### config.mk
export PLATFORM = sky130hd
export DESIGN_NAME = t1_tx_maintenance_prbs
export DESIGN_NICKNAME = d
export VERILOG_FILES = /design/src/t1_tx_maint_pkg.sv /design/src/prbs_if.sv /design/src/prbs_gen_detect.sv /design/src/t1_tx_maintenance_prbs.sv
export VERILOG_INCLUDE_DIRS = /design/src /design/src/src
export SDC_FILE = /design/constraint.sdc
export NUM_CORES = 1
export LEC_CHECK = 0
export ABC_AREA = 0
export BUFFER_PORTS_ARGS = -buffer_cell sky130_fd_sc_hd__buf_4
export CAP_MARGIN = 40
export CORE_ASPECT_RATIO = 0.7
export CORE_MARGIN = 10
export CORE_UTILIZATION = 30
export CTS_CLUSTER_SIZE = 14
export DETAILED_ROUTE_END_ITERATION = 8
export PLACE_DENSITY_LB_ADDON = 0.15
export SYNTH_ARGS = -nofsm -noshare
export SYNTH_HDL_FRONTEND = slang
export SYNTH_SLANG_ARGS = --single-unit
export TNS_END_PERCENT = 100
### constraint.sdc
create_clock -name clk -period 2.2 [get_ports clk]
set_input_delay 0.22 -clock clk [delete_from_list [all_inputs] [get_ports clk]]
set_output_delay 0.22 -clock clk [all_outputs]
set_load 0.05 [all_outputs]
### src/t1_tx_maint_consts.svh
`ifndef T1_TX_MAINT_CONSTS_SVH
`define T1_TX_MAINT_CONSTS_SVH

// Register indices; the byte address is four times the index.
`define IDX_MODE 8'h62
`define IDX_MAINT 8'h6C
`define IDX_IRQ_EN 8'h6D
`define IDX_FRM_FLAGS 8'h6E
`define IDX_ERR_INJ 8'h6F
`define IDX_TIMING 8'h70
`define IDX_PRBS_CTRL 8'h71
`define IDX_PRBS_STAT 8'h72
`define IDX_PRBS_FLAGS 8'h73
`define IDX_LB_CTRL 8'h74
`define IDX_LB_CODE 8'h75

// Field positions.
`define MODE_FRAMING_GENERATION_OFF 0
`define MODE_FMT_LO 3
`define MODE_FMT_HI 4
`define MODE_CLK_LO 5
`define MODE_CLK_HI 6
`define MODE_PRBS_TX 7
`define MAINT_MIMIC 3
`define MAINT_SHIFT 2
`define MAINT_ZERO 1
`define MAINT_ONES 0
`define IRQEN_MF 5
`define IRQEN_BF 4
`define FLAG_MF 1
`define FLAG_BF 0
`define ERR_DDS 3
`define ERR_CRC 2
`define ERR_FS 1
`define ERR_FT 0
`define TIMING_SRC 0
`define PRBS_RXFLIP 3
`define PRBS_TXFLIP 2
`define PRBS_SEL_HI 1
`define PRBS_SEL_LO 0
`define PSTAT_ERR_EN 3
`define PSTAT_INJECT 2
`define PSTAT_LOCK 1
`define PSTAT_LOCK_EN 0
`define PFLAG_ERR 3
`define PFLAG_LOCK 0
`define LB_EN 3
`define LB_UNFRAMED 2
`define LB_LEN_HI 1
`define LB_LEN_LO 0

// Reset values.
`define RST_BYTE 8'h00
`define RST_NIBBLE 4'h0
`define RST_PAIR 2'h0
`define PRBS_SEED 20'h00001

// Frame and loop code geometry.
`define FRAME_LAST_BIT 8'hC0
`define MIMIC_BIT 8'h01
`define SF_LAST_FRAME 7'h0B
`define ESF_LAST_FRAME 7'h17
`define SLC_LAST_FRAME 7'h47
`define DDS_FIRST_BIT 8'hB9
`define DDS_LAST_BIT 8'hBE
`define ESF_CRC_SLOT 2'h1
`define ESF_FAS_SLOT 2'h3
`define LB_BASE_LAST 3'h4
`define LB_MSB 3'h7

// Transmit clock source codes.
`define CLKSRC_INTERNAL 2'h0
`define CLKSRC_RECOVERED 2'h1
`define CLKSRC_BACKPLANE 2'h2

// Pattern detector and bus response.
`define PRBS_WINDOW 48
`define PRBS_ERR_LIMIT 10
`define PRBS_SYNC_RUN 48
`define HRESP_OKAY 1'h0
`endif

### src/t1_tx_maint_pkg.sv
package t1_tx_maint_pkg;
	typedef enum logic [1:0] {FMT_SF, FMT_ESF, FMT_DM, FMT_SLC96} frame_format_e;
	typedef enum logic [1:0] {CLK_MASTER, CLK_SLAVE, CLK_SLAVE_E1, CLK_MUX} clock_mode_e;
	typedef enum logic {DET_HUNT, DET_LOCKED} detect_state_e;
endpackage

### src/prbs_if.sv
`timescale 1ns/1ps
interface prbs_if;
	logic [1:0] patternSel;
	logic txFlip;
	logic rxFlip;
	logic injectReq;
	logic injectDone;
	logic genAdvance;
	logic genBit;
	logic rxAdvance;
	logic rxBit;
	logic lockStatus;
	logic bitError;
	modport ctrl (output patternSel, output txFlip, output rxFlip, output injectReq,
		output genAdvance, output rxAdvance, output rxBit,
		input injectDone, input genBit, input lockStatus, input bitError);
	modport engine (input patternSel, input txFlip, input rxFlip, input injectReq,
		input genAdvance, input rxAdvance, input rxBit,
		output injectDone, output genBit, output lockStatus, output bitError);
endinterface

### src/prbs_gen_detect.sv
`timescale 1ns/1ps
`include "t1_tx_maint_consts.svh"
module prbs_gen_detect #(
	parameter int WINDOW = `PRBS_WINDOW,
	parameter int ERR_LIMIT = `PRBS_ERR_LIMIT,
	parameter int SYNC_RUN = `PRBS_SYNC_RUN
)(
	// Clock and reset.
	input wire logic clk,
	input wire logic rst_n,
	// Control side.
	prbs_if.engine port
);
	logic [19:0] genReg;
	logic [19:0] detReg;
	logic genFb;
	logic detExp;
	logic detIn;
	logic detErr;
	logic [5:0] runCnt_reg;
	logic [5:0] winCnt_reg;
	logic [3:0] errCnt_reg;
	t1_tx_maint_pkg::detect_state_e state_reg;

	function automatic logic feedback(input logic [19:0] sr, input logic [1:0] sel);
		case (sel)
			2'h1: feedback = sr[19] ^ sr[16];
			2'h2: feedback = sr[10] ^ sr[8];
			default: feedback = sr[14] ^ sr[13];
		endcase
	endfunction

	assign genFb = feedback(genReg, port.patternSel);
	assign port.genBit = genFb ^ port.txFlip ^ port.injectReq;
	assign port.injectDone = port.genAdvance & port.injectReq;
	assign detIn = port.rxBit ^ port.rxFlip;
	assign detExp = feedback(detReg, port.patternSel);
	assign detErr = detIn ^ detExp;
	assign port.lockStatus = (state_reg == t1_tx_maint_pkg::DET_LOCKED);

	always_ff @(posedge clk) begin
		if (!rst_n) begin
			genReg <= `PRBS_SEED;
		end else if (port.genAdvance) begin
			genReg <= (genReg == 20'h00000) ? `PRBS_SEED : {genReg[18:0], genFb};
		end
	end

	always_ff @(posedge clk) begin
		if (!rst_n) begin
			detReg <= `PRBS_SEED;
		end else if (port.rxAdvance) begin
			detReg <= {detReg[18:0], detIn};
		end
	end

	always_ff @(posedge clk) begin
		if (!rst_n) begin
			state_reg <= t1_tx_maint_pkg::DET_HUNT;
			runCnt_reg <= 6'h00;
			winCnt_reg <= 6'h00;
			errCnt_reg <= 4'h0;
		end else if (port.rxAdvance) begin
			case (state_reg)
				t1_tx_maint_pkg::DET_HUNT: begin
					runCnt_reg <= detErr ? 6'h00 : runCnt_reg + 6'h01;
					winCnt_reg <= 6'h00;
					errCnt_reg <= 4'h0;
					if (!detErr && runCnt_reg == 6'(SYNC_RUN - 1)) begin
						state_reg <= t1_tx_maint_pkg::DET_LOCKED;
					end
				end
				t1_tx_maint_pkg::DET_LOCKED: begin
					runCnt_reg <= 6'h00;
					if (detErr && errCnt_reg == 4'(ERR_LIMIT - 1)) begin
						state_reg <= t1_tx_maint_pkg::DET_HUNT;
					end
					if (winCnt_reg == 6'(WINDOW - 1)) begin
						winCnt_reg <= 6'h00;
						errCnt_reg <= 4'h0;
					end else begin
						winCnt_reg <= winCnt_reg + 6'h01;
						errCnt_reg <= errCnt_reg + {3'h0, detErr};
					end
				end
				default: state_reg <= t1_tx_maint_pkg::DET_HUNT;
			endcase
		end
	end

	always_ff @(posedge clk) begin
		if (!rst_n) begin
			port.bitError <= 1'b0;
		end else begin
			port.bitError <= port.rxAdvance & detErr & port.lockStatus;
		end
	end
endmodule // prbs_gen_detect

### src/t1_tx_maintenance_prbs.sv
`timescale 1ns/1ps
`include "t1_tx_maint_consts.svh"
module t1_tx_maintenance_prbs (
	// Clock and reset.
	input wire logic clk,
	input wire logic rst_n,
	// AHB-Lite slave.
	input wire logic hsel,
	input wire logic [31:0] haddr,
	input wire logic [1:0] htrans,
	input wire logic hwrite,
	input wire logic [2:0] hsize,
	input wire logic [31:0] hwdata,
	input wire logic hready,
	output logic hreadyout,
	output logic hresp,
	output logic [31:0] hrdata,
	// Transmit stream.
	input wire logic txBitStrobe,
	input wire logic txDataIn,
	output logic txDataOut,
	output logic txDataValid,
	// Receive stream into the pattern detector.
	input wire logic rxBitStrobe,
	input wire logic rxDataIn,
	// Clock routing and interrupt.
	output logic [1:0] txClockSource,
	output logic txBufferBypass,
	output logic irq
);
	// Bus state.
	logic addrPhase;
	logic addrOk;
	logic wrPend_reg;
	logic rdWait_reg;
	logic [7:0] wrIdx_reg;
	logic [7:0] rdIdx_reg;
	logic [7:0] readByte;
	// Software registers.
	logic [7:0] modeReg;
	logic [3:0] maintReg;
	logic [1:0] irqEnReg;
	logic [1:0] frameFlagReg;
	logic [3:0] errReqReg;
	logic clkSrcSelReg;
	logic [3:0] prbsCtrlReg;
	logic prbsErrEnReg;
	logic injectReg;
	logic lockEnReg;
	logic prbsErrFlagReg;
	logic lockFlagReg;
	logic [3:0] lbCtrlReg;
	logic [7:0] lbCodeReg;
	// Stream state.
	logic [7:0] bitCnt_reg;
	logic [6:0] frameCnt_reg;
	logic [6:0] lastFrame;
	logic shiftPrev_reg;
	logic slipPend_reg;
	logic lastF_reg;
	logic crcActive_reg;
	logic ddsActive_reg;
	logic [2:0] lbPos_reg;
	logic lockPrev_reg;
	logic [3:0] errDone;
	logic framingOn;
	logic fBit;
	logic frameEnd;
	logic mfEnd;
	logic fsPos;
	logic ftPos;
	logic crcPos;
	logic ddsPos;
	logic lbUse;
	logic frameBit;
	logic outBit;
	t1_tx_maint_pkg::frame_format_e fmt;
	t1_tx_maint_pkg::clock_mode_e clkMode;
	prbs_if prbsBus();

	prbs_gen_detect engine (
		.clk(clk),
		.rst_n(rst_n),
		.port(prbsBus.engine)
	);

	assign fmt = t1_tx_maint_pkg::frame_format_e'(modeReg[`MODE_FMT_HI:`MODE_FMT_LO]);
	assign clkMode = t1_tx_maint_pkg::clock_mode_e'(modeReg[`MODE_CLK_HI:`MODE_CLK_LO]);
	assign framingOn = ~modeReg[`MODE_FRAMING_GENERATION_OFF];

	// Bus slave: writes take no wait state, reads one.
	assign addrPhase = hsel & htrans[1] & hready;
	assign addrOk = (haddr[31:10] == 22'h000000) & (haddr[1:0] == 2'h0);
	assign hreadyout = ~rdWait_reg;
	assign hresp = `HRESP_OKAY;

	always_ff @(posedge clk) begin
		if (!rst_n) begin
			wrPend_reg <= 1'b0;
			rdWait_reg <= 1'b0;
			wrIdx_reg <= `RST_BYTE;
			rdIdx_reg <= `RST_BYTE;
		end else begin
			wrPend_reg <= addrPhase & hwrite & addrOk;
			rdWait_reg <= addrPhase & ~hwrite;
			wrIdx_reg <= haddr[9:2];
			rdIdx_reg <= addrOk ? haddr[9:2] : `RST_BYTE;
		end
	end

	always_comb begin
		readByte = `RST_BYTE;
		case (rdIdx_reg)
			`IDX_MODE: readByte = modeReg;
			`IDX_MAINT: readByte = {4'h0, maintReg};
			`IDX_IRQ_EN: readByte = {2'h0, irqEnReg, 4'h0};
			`IDX_FRM_FLAGS: readByte = {6'h00, frameFlagReg};
			`IDX_ERR_INJ: readByte = {4'h0, errReqReg};
			`IDX_TIMING: readByte = {7'h00, clkSrcSelReg};
			`IDX_PRBS_CTRL: readByte = {4'h0, prbsCtrlReg};
			`IDX_PRBS_STAT: readByte = {4'h0, prbsErrEnReg, injectReg, prbsBus.lockStatus,
				lockEnReg};
			`IDX_PRBS_FLAGS: readByte = {4'h0, prbsErrFlagReg, 2'h0, lockFlagReg};
			`IDX_LB_CTRL: readByte = {4'h0, lbCtrlReg};
			`IDX_LB_CODE: readByte = lbCodeReg;
			default: readByte = `RST_BYTE;
		endcase
	end

	always_ff @(posedge clk) begin
		if (!rst_n) begin
			hrdata <= 32'h00000000;
		end else if (rdWait_reg) begin
			hrdata <= {24'h000000, readByte};
		end
	end

	// Plain read/write control registers.
	always_ff @(posedge clk) begin
		if (!rst_n) begin
			modeReg <= `RST_BYTE;
			maintReg <= `RST_NIBBLE;
			irqEnReg <= `RST_PAIR;
			clkSrcSelReg <= 1'b0;
			prbsCtrlReg <= `RST_NIBBLE;
			prbsErrEnReg <= 1'b0;
			lockEnReg <= 1'b0;
			lbCtrlReg <= `RST_NIBBLE;
			lbCodeReg <= `RST_BYTE;
		end else if (wrPend_reg) begin
			case (wrIdx_reg)
				`IDX_MODE: modeReg <= hwdata[7:0];
				`IDX_MAINT: maintReg <= hwdata[`MAINT_MIMIC:`MAINT_ONES];
				`IDX_IRQ_EN: irqEnReg <= hwdata[`IRQEN_MF:`IRQEN_BF];
				`IDX_TIMING: clkSrcSelReg <= hwdata[`TIMING_SRC];
				`IDX_PRBS_CTRL: prbsCtrlReg <= hwdata[`PRBS_RXFLIP:`PRBS_SEL_LO];
				`IDX_PRBS_STAT: begin
					prbsErrEnReg <= hwdata[`PSTAT_ERR_EN];
					lockEnReg <= hwdata[`PSTAT_LOCK_EN];
				end
				`IDX_LB_CTRL: lbCtrlReg <= hwdata[`LB_EN:`LB_LEN_LO];
				`IDX_LB_CODE: lbCodeReg <= hwdata[7:0];
				default: lbCodeReg <= lbCodeReg;
			endcase
		end
	end

	// Frame position decode.
	always_comb begin
		case (fmt)
			t1_tx_maint_pkg::FMT_ESF: lastFrame = `ESF_LAST_FRAME;
			t1_tx_maint_pkg::FMT_SLC96: lastFrame = `SLC_LAST_FRAME;
			default: lastFrame = `SF_LAST_FRAME;
		endcase
	end

	assign fBit = (bitCnt_reg == 8'h00);
	assign frameEnd = (bitCnt_reg == `FRAME_LAST_BIT);
	assign mfEnd = frameEnd & (frameCnt_reg == lastFrame);
	assign crcPos = fBit & (fmt == t1_tx_maint_pkg::FMT_ESF) & (frameCnt_reg[1:0] == `ESF_CRC_SLOT);
	assign fsPos = fBit & ((fmt == t1_tx_maint_pkg::FMT_ESF) ?
		(frameCnt_reg[1:0] == `ESF_FAS_SLOT) : frameCnt_reg[0]);
	assign ftPos = fBit & (fmt != t1_tx_maint_pkg::FMT_ESF) & ~frameCnt_reg[0];
	assign ddsPos = (fmt == t1_tx_maint_pkg::FMT_DM) & (bitCnt_reg >= `DDS_FIRST_BIT) &
		(bitCnt_reg <= `DDS_LAST_BIT);

	always_ff @(posedge clk) begin
		if (!rst_n) begin
			shiftPrev_reg <= 1'b0;
			slipPend_reg <= 1'b0;
		end else begin
			shiftPrev_reg <= maintReg[`MAINT_SHIFT];
			if (shiftPrev_reg != maintReg[`MAINT_SHIFT]) begin
				slipPend_reg <= 1'b1;
			end else if (txBitStrobe) begin
				slipPend_reg <= 1'b0;
			end
		end
	end

	// A pending slip holds the position for one bit, so one bit position repeats.
	always_ff @(posedge clk) begin
		if (!rst_n) begin
			bitCnt_reg <= 8'h00;
			frameCnt_reg <= 7'h00;
		end else if (txBitStrobe && !slipPend_reg) begin
			bitCnt_reg <= frameEnd ? 8'h00 : bitCnt_reg + 8'h01;
			if (mfEnd || (frameEnd && frameCnt_reg > lastFrame)) begin
				frameCnt_reg <= 7'h00;
			end else if (frameEnd) begin
				frameCnt_reg <= frameCnt_reg + 7'h01;
			end
		end
	end

	// whole CRC word; whole DDS pattern
	always_ff @(posedge clk) begin
		if (!rst_n) begin
			crcActive_reg <= 1'b0;
			ddsActive_reg <= 1'b0;
		end else if (txBitStrobe) begin
			if (fBit && frameCnt_reg == 7'h00 && errReqReg[`ERR_CRC] && framingOn &&
				fmt == t1_tx_maint_pkg::FMT_ESF) begin
				crcActive_reg <= 1'b1;
			end else if (mfEnd) begin
				crcActive_reg <= 1'b0;
			end
			if (fBit && errReqReg[`ERR_DDS] && framingOn && fmt == t1_tx_maint_pkg::FMT_DM) begin
				ddsActive_reg <= 1'b1;
			end else if (frameEnd) begin
				ddsActive_reg <= 1'b0;
			end
		end
	end

	assign errDone[`ERR_CRC] = txBitStrobe & crcActive_reg & mfEnd;
	assign errDone[`ERR_DDS] = txBitStrobe & ddsActive_reg & frameEnd;
	assign errDone[`ERR_FS] = txBitStrobe & errReqReg[`ERR_FS] & framingOn & fsPos;
	assign errDone[`ERR_FT] = txBitStrobe & errReqReg[`ERR_FT] & framingOn & ftPos;

	// Request bits are set by software and cleared by hardware once the inversion is done.
	always_ff @(posedge clk) begin
		if (!rst_n) begin
			errReqReg <= `RST_NIBBLE;
		end else begin
			for (int i = 0; i < 4; i++) begin
				if (errDone[i]) begin
					errReqReg[i] <= 1'b0;
				end else if (wrPend_reg && wrIdx_reg == `IDX_ERR_INJ) begin
					errReqReg[i] <= hwdata[i];
				end
			end
		end
	end

	always_ff @(posedge clk) begin
		if (!rst_n) begin
			injectReg <= 1'b0;
		end else if (prbsBus.injectDone) begin
			injectReg <= 1'b0;
		end else if (wrPend_reg && wrIdx_reg == `IDX_PRBS_STAT) begin
			injectReg <= hwdata[`PSTAT_INJECT];
		end
	end

	assign prbsBus.patternSel = prbsCtrlReg[`PRBS_SEL_HI:`PRBS_SEL_LO];
	assign prbsBus.txFlip = prbsCtrlReg[`PRBS_TXFLIP];
	assign prbsBus.rxFlip = prbsCtrlReg[`PRBS_RXFLIP];
	assign prbsBus.injectReq = injectReg;
	assign prbsBus.genAdvance = txBitStrobe & modeReg[`MODE_PRBS_TX] & ~fBit;
	assign prbsBus.rxAdvance = rxBitStrobe;
	assign prbsBus.rxBit = rxDataIn;

	// code only while enabled; framed or unframed
	assign lbUse = lbCtrlReg[`LB_EN] & (lbCtrlReg[`LB_UNFRAMED] | ~fBit);

	// Outgoing bit, built in order of increasing precedence.
	always_comb begin
		frameBit = txDataIn;
		if (modeReg[`MODE_PRBS_TX] && !fBit) begin
			frameBit = prbsBus.genBit;
		end
		if (framingOn && maintReg[`MAINT_MIMIC] && bitCnt_reg == `MIMIC_BIT) begin
			frameBit = lastF_reg;
		end
		if ((crcActive_reg && crcPos) || (ddsActive_reg && ddsPos) ||
			errDone[`ERR_FS] || errDone[`ERR_FT]) begin
			frameBit = ~frameBit;
		end
		outBit = frameBit;
		if (lbUse) begin
			outBit = lbCodeReg[`LB_MSB - lbPos_reg];
		end
		if (maintReg[`MAINT_ONES]) begin
			outBit = 1'b1;
		end
		if (maintReg[`MAINT_ZERO]) begin
			outBit = 1'b0;
		end
	end

	always_ff @(posedge clk) begin
		if (!rst_n) begin
			lbPos_reg <= 3'h0;
		end else if (!lbCtrlReg[`LB_EN]) begin
			lbPos_reg <= 3'h0;
		end else if (txBitStrobe && lbUse) begin
			if (lbPos_reg >= `LB_BASE_LAST + {1'b0, lbCtrlReg[`LB_LEN_HI:`LB_LEN_LO]}) begin
				lbPos_reg <= 3'h0;
			end else begin
				lbPos_reg <= lbPos_reg + 3'h1;
			end
		end
	end

	always_ff @(posedge clk) begin
		if (!rst_n) begin
			txDataOut <= 1'b0;
			txDataValid <= 1'b0;
			lastF_reg <= 1'b0;
		end else begin
			txDataValid <= txBitStrobe;
			if (txBitStrobe) begin
				txDataOut <= outBit;
			end
			if (txBitStrobe && fBit) begin
				lastF_reg <= frameBit;
			end
		end
	end

	// start flags, set wins over clear
	always_ff @(posedge clk) begin
		if (!rst_n) begin
			frameFlagReg <= `RST_PAIR;
		end else begin
			if (txBitStrobe && fBit && frameCnt_reg == 7'h00) begin
				frameFlagReg[`FLAG_MF] <= 1'b1;
			end else if (wrPend_reg && wrIdx_reg == `IDX_FRM_FLAGS && hwdata[`FLAG_MF]) begin
				frameFlagReg[`FLAG_MF] <= 1'b0;
			end
			if (txBitStrobe && fBit) begin
				frameFlagReg[`FLAG_BF] <= 1'b1;
			end else if (wrPend_reg && wrIdx_reg == `IDX_FRM_FLAGS && hwdata[`FLAG_BF]) begin
				frameFlagReg[`FLAG_BF] <= 1'b0;
			end
		end
	end

	always_ff @(posedge clk) begin
		if (!rst_n) begin
			lockPrev_reg <= 1'b0;
			prbsErrFlagReg <= 1'b0;
			lockFlagReg <= 1'b0;
		end else begin
			lockPrev_reg <= prbsBus.lockStatus;
			if (prbsBus.bitError) begin
				prbsErrFlagReg <= 1'b1;
			end else if (wrPend_reg && wrIdx_reg == `IDX_PRBS_FLAGS && hwdata[`PFLAG_ERR]) begin
				prbsErrFlagReg <= 1'b0;
			end
			if (lockPrev_reg != prbsBus.lockStatus) begin
				lockFlagReg <= 1'b1;
			end else if (wrPend_reg && wrIdx_reg == `IDX_PRBS_FLAGS && hwdata[`PFLAG_LOCK]) begin
				lockFlagReg <= 1'b0;
			end
		end
	end

	always_ff @(posedge clk) begin
		if (!rst_n) begin
			irq <= 1'b0;
		end else begin
			irq <= (frameFlagReg[`FLAG_MF] & irqEnReg[1]) | (frameFlagReg[`FLAG_BF] & irqEnReg[0]) |
				(prbsErrFlagReg & prbsErrEnReg) | (lockFlagReg & lockEnReg);
		end
	end

	always_ff @(posedge clk) begin
		if (!rst_n) begin
			txClockSource <= `CLKSRC_INTERNAL;
			txBufferBypass <= 1'b1;
		end else begin
			case (clkMode)
				t1_tx_maint_pkg::CLK_MASTER: begin
					txClockSource <= clkSrcSelReg ? `CLKSRC_RECOVERED : `CLKSRC_INTERNAL;
					txBufferBypass <= 1'b1;
				end
				t1_tx_maint_pkg::CLK_SLAVE_E1: begin
					txClockSource <= `CLKSRC_BACKPLANE;
					txBufferBypass <= 1'b1;
				end
				default: begin
					txClockSource <= clkSrcSelReg ? `CLKSRC_INTERNAL : `CLKSRC_BACKPLANE;
					txBufferBypass <= ~clkSrcSelReg;
				end
			endcase
		end
	end
endmodule // t1_tx_maintenance_prbs

==> results.yml, run 1 <==
status:
  status: "finished clean"
global_routing:
  grt_max_degree: 93
  antenna_found_initial: 0
  overflow: 0
  grt_pass1_wl_um: 32300
  gr-usage-all-layers: 0.129
  grt_pass1_vias: 5697
die:
  std_cell_rows: 48
  ios: 118
  dieArea_um2: 31500
  die_w_um: 208
  start_util: 0.303
  core_um2: 24500
  die_h_um: 152
route:
  first_iter_violations: 414
  routed_via_density: 4.80
  wl_met2_um: 8160
  firstDrtPassIters: 5
  drc: 0
  wire_per_inst_um: 16.1
  drt-met1-wl_um: 10900
  ant_nets: 0
  vias: 5996
  top_layer_used: "met4"
  wl_met3_um: 943
  routed_wl_um: 20100
worst_setup_path:
  worstPathArrival_ps: 2390
  crit_required_ps: 2570
  cp-end-kind: "flip-flop"
  critPathMaxStageDelay_ps: 370
  worstSetupPathType: "reg2reg"
  startpoint_type: "flip-flop"
  slowest_stage: "dfxtp_4"
  worstPathMaxFanout: 3
  worstPathCellList: "inv_1 -> ha_2 -> a221oi_2 -> a21oi_2 -> xor2_1 -> inv_1 -> ha_4 -> ha_4 -> nand3_2 -> a21oi_2"
synth:
  synthCells: 835
  netlist_area_um2: 7410
  synth_top_cell_by_area: "dfxtp_1"
  yosys-top-cells-area: "dfxtp_1, mux2i_1, nor2_1"
  synth_most_common_cell: "dfxtp_1"
  ys_ff_latch: 156
  ys.flop_type: "dfxtp_1"
  ys_seq_area_frac: 0.421
  synth_top_cell_area_share: 0.421
  synth_commonest_cells: "dfxtp_1, nor2_1, mux2i_1"
  synth_edf_count: 0
  yosysUniqueCellTypes: 73
  ys_async_sr_fraction: 0
  yosys_warnings: 0
  avgSynthCellArea_um2: 8.88
clocking:
  cts_made_buffers: 17
  cts_tree: "done"
  worstSkewPairLatency_ps: 440
  clockRootBuffer: "clkbuf_16"
  cts_buffer_depth: 2
  cts_sinks: 156
  clkTransAtPathRegs_ps: 70
  htreeDepth: 4
sta:
  slew_violations: 0
  finalCritPeriodShare: 0.916
  report.final.setup_viol: 0
  period_minus_slack_ps: 2020
  worst_slew_pin_slew_ps: 597
  timing.fmax_ghz: 0.496
  slew_headroom: 0.602
  hold_viol: 0
  setup_slack_ps: 184
  finClkSkew_ps: 9.77
  rsz0062_at_grt: "true"
cells_and_area:
  drive_above_1_share: 0.171
  top_regs: "engine.detReg: 20 flops, engine.genReg: 20 flops"
  antenna-diode-count: 0
  seq_area_um2: 3130
  final_nets: 1011
  design_area_um2: 8960
  multi_input_area_um2: 4000
  fill_cells: 2547
  area_growth_pct: 20.9
hold_path:
  min_path_type: "in2reg"
power_and_ir_drop:
  p_leak_nw: 3.48
  vdd_drop_max_v: 0.000523
  power_density_nw_per_um2: 689
placement:
  place_congestion: 0.830
  place_area_um2: 8230
  dp_hpwl_um: 14700
  place_ws_ps: 44.1
  io_buffers: 64
job:
  timing.max_cap.violations: 0
[where the power goes]
group          leakage [nW]  internal, mW  switching (mW)
Clock                 0.275          1.51            1.38
Combinational          1.95         0.144           0.274
Sequential             1.26          2.85          0.0203
[cells in the final DEF, fill, tap and decap left out, drive strengths merged, types with 21 or more instances in the layout]
cell   netlist  routed
dfxtp      156     156
nor2       121     121
buf         40      88
mux2i       67      67
nand2       67      67
a21oi       43      43
inv         23      33
nand3       27      27
conb         1      25
and2        22      22
ha          21      21
[path summary, 6_finish.rpt]
check                            start                   end  slack (ps)  cells after the start
setup / recovery        prbsCtrlReg[1]  engine.errCnt_reg[1]         180                     10
hold / removal               hwdata[6]          lbCodeReg[6]          40                      3
setup reg to reg        prbsCtrlReg[1]  engine.errCnt_reg[1]         180                     10
hold reg to reg   engine.port.bitError        prbsErrFlagReg         440                      1
[through the flow]
stage	utilization	TNS (ps)	hold WS [ps]	power, mW	std cells
floorplan	-	0	296	3.22	859
global placement	0.336	0	392	3.34	1209
detailed placement	0.336	0	397	3.34	1209
CTS	0.363	0	13.9	6.28	1250
global route	0.366	-9.86	47.5	6.43	1250
finish	0.366	0	36.1	6.18	1250
[final cells by class]
class                           instances  area share
Tap cell                              325      0.0454
Inverter                               25      0.0106
Clock inverter                         15      0.0167
Timing Repair Buffer                   97      0.0851
Multi-Input combinational cell        615       0.446
Clock buffer                           17      0.0475
Sequential cell                       156       0.349
[cells by family after synthesis]
family | synth area share
XOR/XNOR | 0.0319
adder cells (fa/ha/maj) | 0.0354
other | 0.000506
multiplexers | 0.101
buffers and inverters | 0.0599
flip-flops | 0.421
AND/OR/NAND/NOR | 0.245
AO/OA/AOI/OAI | 0.105
[worst max-delay path: cells and delay by family, from the launching register on]
kind | cells | cell delay, ps
AOI/OAI and AO/OA | 3 | 490
xor gates and xnor gates | 1 | 230
adders and majority gates | 3 | 620
buffers and inverters | 2 | 170
DFF | 1 | 370
and+or+nand+nor | 1 | 70
[timing repair]
action	4_1_cts	5_1_grt
endpoints found under the setup margin	0	5
endpoints found under the hold margin	17	0
hold buffers	9	0
resized for setup	0	13
buffers inserted	0	0
[routing by layer]
metal,vias up,global-route usage
met3,9,0.0328
met5,-,0
met1,2839,0.193
met4,0,0.0365
met2,114,0.175
li1,3034,-
Note: power is estimated with default switching activity, not from simulation.
==> run 2, diff against run 1 <==
Settings changed: BUFFER_PORTS_ARGS -buffer_cell sky130_fd_sc_hd__buf_4 to -buffer_cell sky130_fd_sc_hd__buf_2.
==> run 2 against run 1 <==
Against the previous run: total power is 1.5% higher; register-to-register slack hardly changed; non-clock buffer count is 2 higher; global-route usage hardly changed; setup slack better by 8.7 ps; via count is 1.1% lower; clock power is 3% higher; sequential power hardly changed; critical path type unchanged; critical endpoint unchanged; largest power group unchanged; highest routed layer unchanged.
==> results.yml, run 2 (synthesis results as in run 1) <==
power_and_ir_drop:
  internal-power_mw: 4.60
  power.net_switching_mw: 1.67
  p_leak_nw: 3.47
  power_density_nw_per_um2: 711
  clkPwrFrac: 0.478
  comb_power_share: 0.064
  vdd_drop_max_v: 0.000574
  p_seq_frac: 0.457
  p_sw_frac: 0.267
global_routing:
  gr-usage-met2: 0.175
  gr-usage-all-layers: 0.129
  grt_max_degree: 76
  grtUsageMet1: 0.194
  grt_pass1_wl_um: 32200
  grt_pass1_vias: 5599
  overflow: 0
  grt.busiest_layer: "met1"
  antenna_found_initial: 1
  use_met3: 0.0326
clocking:
  clkTransAtPathRegs_ps: 70
  cts_tree: "done"
  cts_buffer_depth: 2
  htreeDepth: 4
  clockRootBuffer: "clkbuf_16"
  cts_sinks: 156
  cts_made_buffers: 17
  worstSkewPairLatency_ps: 440
route:
  first_iter_violations: 343
  vias: 5930
  wire_per_inst_um: 15.9
  routed_wl_um: 19900
  firstDrtPassIters: 6
  drc: 0
  routed_via_density: 4.74
  ant_nets: 0
die:
  core_um2: 24500
  die_h_um: 152
  std_cell_rows: 48
  dieArea_um2: 31500
  ios: 118
  die_w_um: 208
  start_util: 0.303
sta:
  report.final.setup_viol: 0
  rsz0062_at_grt: "false"
  worst_slew_pin_slew_ps: 559
  setup_slack_ps: 192
  slew_violations: 0
  timing.fmax_ghz: 0.498
  hold_ws_ps: 38.7
  finClkSkew_ps: 16.9
  slew_headroom: 0.627
  finalCritPeriodShare: 0.913
  period_minus_slack_ps: 2010
  hold_viol: 0
  setup_tns_ps: 0
worst_setup_path:
  worstPathMaxFanout: 3
  startpoint_type: "flip-flop"
  reg2reg_depth: 10
  critPathMaxStageDelay_ps: 360
  worstPathArrival_ps: 2380
  cp_common_cell: "ha_1"
  worstSetupPathType: "reg2reg"
  cp-end-kind: "flip-flop"
  crit_required_ps: 2570
  worstPathCellList: "inv_1 -> ha_1 -> a221oi_2 -> a21oi_2 -> xor2_1 -> inv_1 -> ha_1 -> ha_1 -> nand3_1 -> a21oi_1"
  slowest_stage: "dfxtp_2"
cells_and_area:
  drive_above_1_share: 0.165
  area_growth_pct: 19.0
  layout_common_cells: "dfxtp_1, nor2_1, mux2i_1, nand2_1, buf_2"
  antenna-diode-count: 0
  design_area_um2: 8820
  final_nets: 1013
  final_common_cell: "dfxtp_1"
  top_regs: "engine.detReg: 20 flops, engine.genReg: 20 flops"
status:
  status: "finished clean"
hold_path:
  hold_path_depth: 3
  min_path_type: "in2reg"
placement:
  place_congestion: 0.826
  place_area_um2: 8090
  place_ws_ps: 103
  dp_hpwl_um: 14600
  io_buffers: 64
job:
  timing.max_cap.violations: 0
[run 2: cell count changes in the layout (fill, tap and decap cells not counted), moves of 2 or more]
cell and change:
buf_2 +64, ha_4 -2, inv_8 -2, ha_1 +3, inv_6 +2, buf_4 -63
[run 2: timing repair]
action / 4_1_cts / 5_1_grt
hold buffers: 9 / 0
setup buffers: 0 / 1
resized for setup: 0 / 5
setup endpoints to repair: 0 / 4
hold endpoints to repair: 15 / 0
[run 2: cell type report]
| cell class | count | area (um2) |
|---|---|---|
| fillers | 2566 | 15700 |
| flip-flops and latches | 156 | 3120 |
| clock buffers | 17 | 425 |
| multi-input cells | 615 | 3970 |
| repair buffers | 99 | 631 |
| clock inverters | 15 | 175 |
| well taps | 325 | 407 |
| inverters | 25 | 95.1 |
[run 2: worst max-delay path: cells and delay by family, from the launching register on]
family	cells	cell delay (ps)
xor gates and xnor gates	1	190
DFF	1	360
AOI/OAI and AO/OA	3	490
and+or+nand+nor	1	70
buffers and inverters	2	160
adders and majority gates	3	680
[run 2: metrics by stage]
step	util	std cells	power [mW]
final	0.360	1252	6.27
after global routing	0.360	1252	6.54
after CTS	0.359	1251	6.37
after detailed placement	0.330	1210	3.32
after global placement	0.330	1210	3.32
after floorplan	-	859	3.22
[run 2: path summary, 6_finish.rpt]
check                             from                   end  slack, ps
hold reg to reg   engine.port.bitError        prbsErrFlagReg        450
hold / removal               hwdata[6]          lbCodeReg[6]         40
setup / recovery        prbsCtrlReg[1]  engine.errCnt_reg[1]        190
setup reg to reg        prbsCtrlReg[1]  engine.errCnt_reg[1]        190
[run 2: power by group through the flow]
stage	combinational (mW)	sequential, mW	clock, mW
floorplan	0.283	2.94	0
global placement	0.388	2.93	0
detailed placement	0.386	2.93	0
CTS	0.400	2.87	3.10
global route	0.440	2.87	3.23
finish	0.404	2.87	3.00
[run 2: metal layers]
metal | vias to the layer above | wire [um]
met3 | 10 | 935
li1 | 3039 | -
met1 | 2779 | 10900
met2 | 102 | 7920
met4 | 0 | 163
met5 | - | 0
==> run 3, diff against run 2 <==
Clock period 2.2 ns to 2 ns, I/O delays scaled along.
==> run 3 against run 2 <==
Against the previous run: maximum frequency is 6.6% higher; total power is 8.8% higher; cell count is 2.1% higher; clock power is 7.0% higher; clock skew is 6.6 ps lower; register-to-register slack worse by 80 ps; design area is 2.9% higher; clock-buffer cell count stayed put; non-clock buffer count is 26 higher; sequential power is 9.8% higher; global-route usage is 0.093 points higher; critical path type unchanged; largest cell class unchanged.
==> results.yml, run 3 (synthesis results as in run 1) <==
clocking:
  clockRootBuffer: "clkbuf_16"
  cts_buffer_depth: 2
  cts_tree: "done"
  clkTransAtPathRegs_ps: 70
  cts_sinks: 156
  worstSkewPairLatency_ps: 430
  htreeDepth: 4
  cts_made_buffers: 17
route:
  wire_per_inst_um: 15.9
  vias: 6054
  routed_via_density: 4.74
  drc: 0
  firstDrtPassIters: 5
  routed_wl_um: 20300
  first_iter_violations: 391
  ant_nets: 0
hold_path:
  hp-start: "hwdata[7]"
  hold_path_depth: 3
  min_path_type: "in2reg"
  holdPathEnd: "modeReg[7]"
worst_setup_path:
  ff2ff_setup_slack_ps: 120
  r2r_end: "engine.errCnt_reg[2]"
  startpoint_type: "flip-flop"
  reg2reg_depth: 11
  crit_required_ps: 2320
  worstSetupPathType: "reg2reg"
  cp-end-kind: "flip-flop"
  worstPathCellList: "inv_4 -> ha_4 -> a221oi_4 -> a21oi_2 -> xor2_2 -> inv_2 -> ha_4 -> ha_1 -> nand2_1 -> xor2_1 -> nor2_1"
  slowest_stage: "dfxtp_4"
  critPathMaxStageDelay_ps: 380
  worstPathMaxFanout: 3
  path_buf_inv: 2
  cpLargestDelayFamily: "adder cells"
  cp_common_cell: "ha_4"
  r2r-start: "prbsCtrlReg[1]"
  worstPathArrival_ps: 2210
cells_and_area:
  fin_util: 0.371
  final_nets: 1039
  fill_cells: 2559
  stdcell_count: 1278
  multi_input_area_um2: 4040
  design_area_um2: 9080
  antenna-diode-count: 0
  drive_above_1_share: 0.205
  final_common_cell: "dfxtp_1"
  top_regs: "engine.detReg: 20 flops, engine.genReg: 20 flops"
  seq_area_um2: 3130
  area_growth_pct: 22.5
  layout_common_cells: "dfxtp_1, nor2_1, mux2i_1, nand2_1, buf_2"
sta:
  hold_ws_ps: 24.7
  slew_violations: 0
  finalCritPeriodShare: 0.942
  period_minus_slack_ps: 1880
  setup_tns_ps: 0
  hold_viol: 0
  report.final.setup_viol: 0
  finClkSkew_ps: 10.2
  timing.fmax_ghz: 0.531
  rsz0062_at_grt: "true"
  setup_slack_ps: 117
global_routing:
  gr-usage-all-layers: 0.130
  grt_pass1_vias: 5808
  grt_max_degree: 85
  grt_pass1_wl_um: 32800
  antenna_found_initial: 0
  overflow: 0
placement:
  place_ws_ps: -110
  dp_hpwl_um: 14800
  io_buffers: 64
  place_area_um2: 8280
  place_congestion: 0.859
  place_inst: 1231
die:
  core_um2: 24500
  ios: 118
  dieArea_um2: 31500
  std_cell_rows: 48
  die_w_um: 208
  die_h_um: 152
  start_util: 0.303
power_and_ir_drop:
  internal-power_mw: 5.04
  p_sw_frac: 0.261
  power.net_switching_mw: 1.78
  p_total_mw: 6.82
  p_leak_nw: 3.60
  p_seq_frac: 0.462
  clkPwrFrac: 0.470
  comb_power_share: 0.068
  vdd_drop_max_v: 0.000594
  power_density_nw_per_um2: 751
status:
  status: "finished clean"
job:
  timing.max_cap.violations: 0
## run 3: how the worst max path moves through the flow
| stage | start | to | slack [ps] | depth (start not counted) |
|---|---|---|---|---|
| 2_1_floorplan | prbsCtrlReg[0] | engine.errCnt_reg[2] | 10 | 11 |
| 3_3_place_gp | modeReg[3] | frameCnt_reg[6] | 3 | 8 |
| 3_5_place_dp | modeReg[4] | frameCnt_reg[6] | -110 | 8 |
| 4_1_cts | prbsCtrlReg[1] | engine.errCnt_reg[2] | 30 | 11 |
| 5_1_grt | prbsCtrlReg[1] | engine.errCnt_reg[2] | -40 | 11 |
| 6_report | prbsCtrlReg[1] | engine.errCnt_reg[2] | 120 | 11 |
## run 3: routing by layer
metal | track usage | up-vias | wire (um)
met4 | 0.0347 | 0 | 194
met2 | 0.181 | 102 | 8260
met3 | 0.0289 | 15 | 824
met1 | 0.193 | 2846 | 11000
li1 | - | 3091 | -
met5 | 0 | - | 0
## run 3: final cells by class
type,instances,area share
tap,325,0.0448
sequential,156,0.345
multi-input combinational,615,0.445
clock buffer,17,0.0468
clock inverter,15,0.0167
inverter,25,0.0107
timing repair buffer,125,0.0909
## run 3: tightest hold or removal path, stage by stage
cell	delay [ps]
buf_2	90
mux2i_1	60
nor2_1	70
## run 3: timing repair
action                                 4_1_cts  5_1_grt
hold buffers                                 9        0
resized for setup                            1       22
setup endpoints to repair                    5       20
buffers inserted                             0        6
pin swaps                                    0        7
endpoints found under the hold margin       17        0
## run 3: power groups by stage
stage | clock (mW) | sequential (mW) | combinational [mW]
CTS | 3.31 | 3.15 | 0.454
finish | 3.21 | 3.15 | 0.463
floorplan | 0 | 3.23 | 0.312
global placement | 0 | 3.22 | 0.441
global route | 3.44 | 3.15 | 0.501
detailed placement | 0 | 3.22 | 0.439
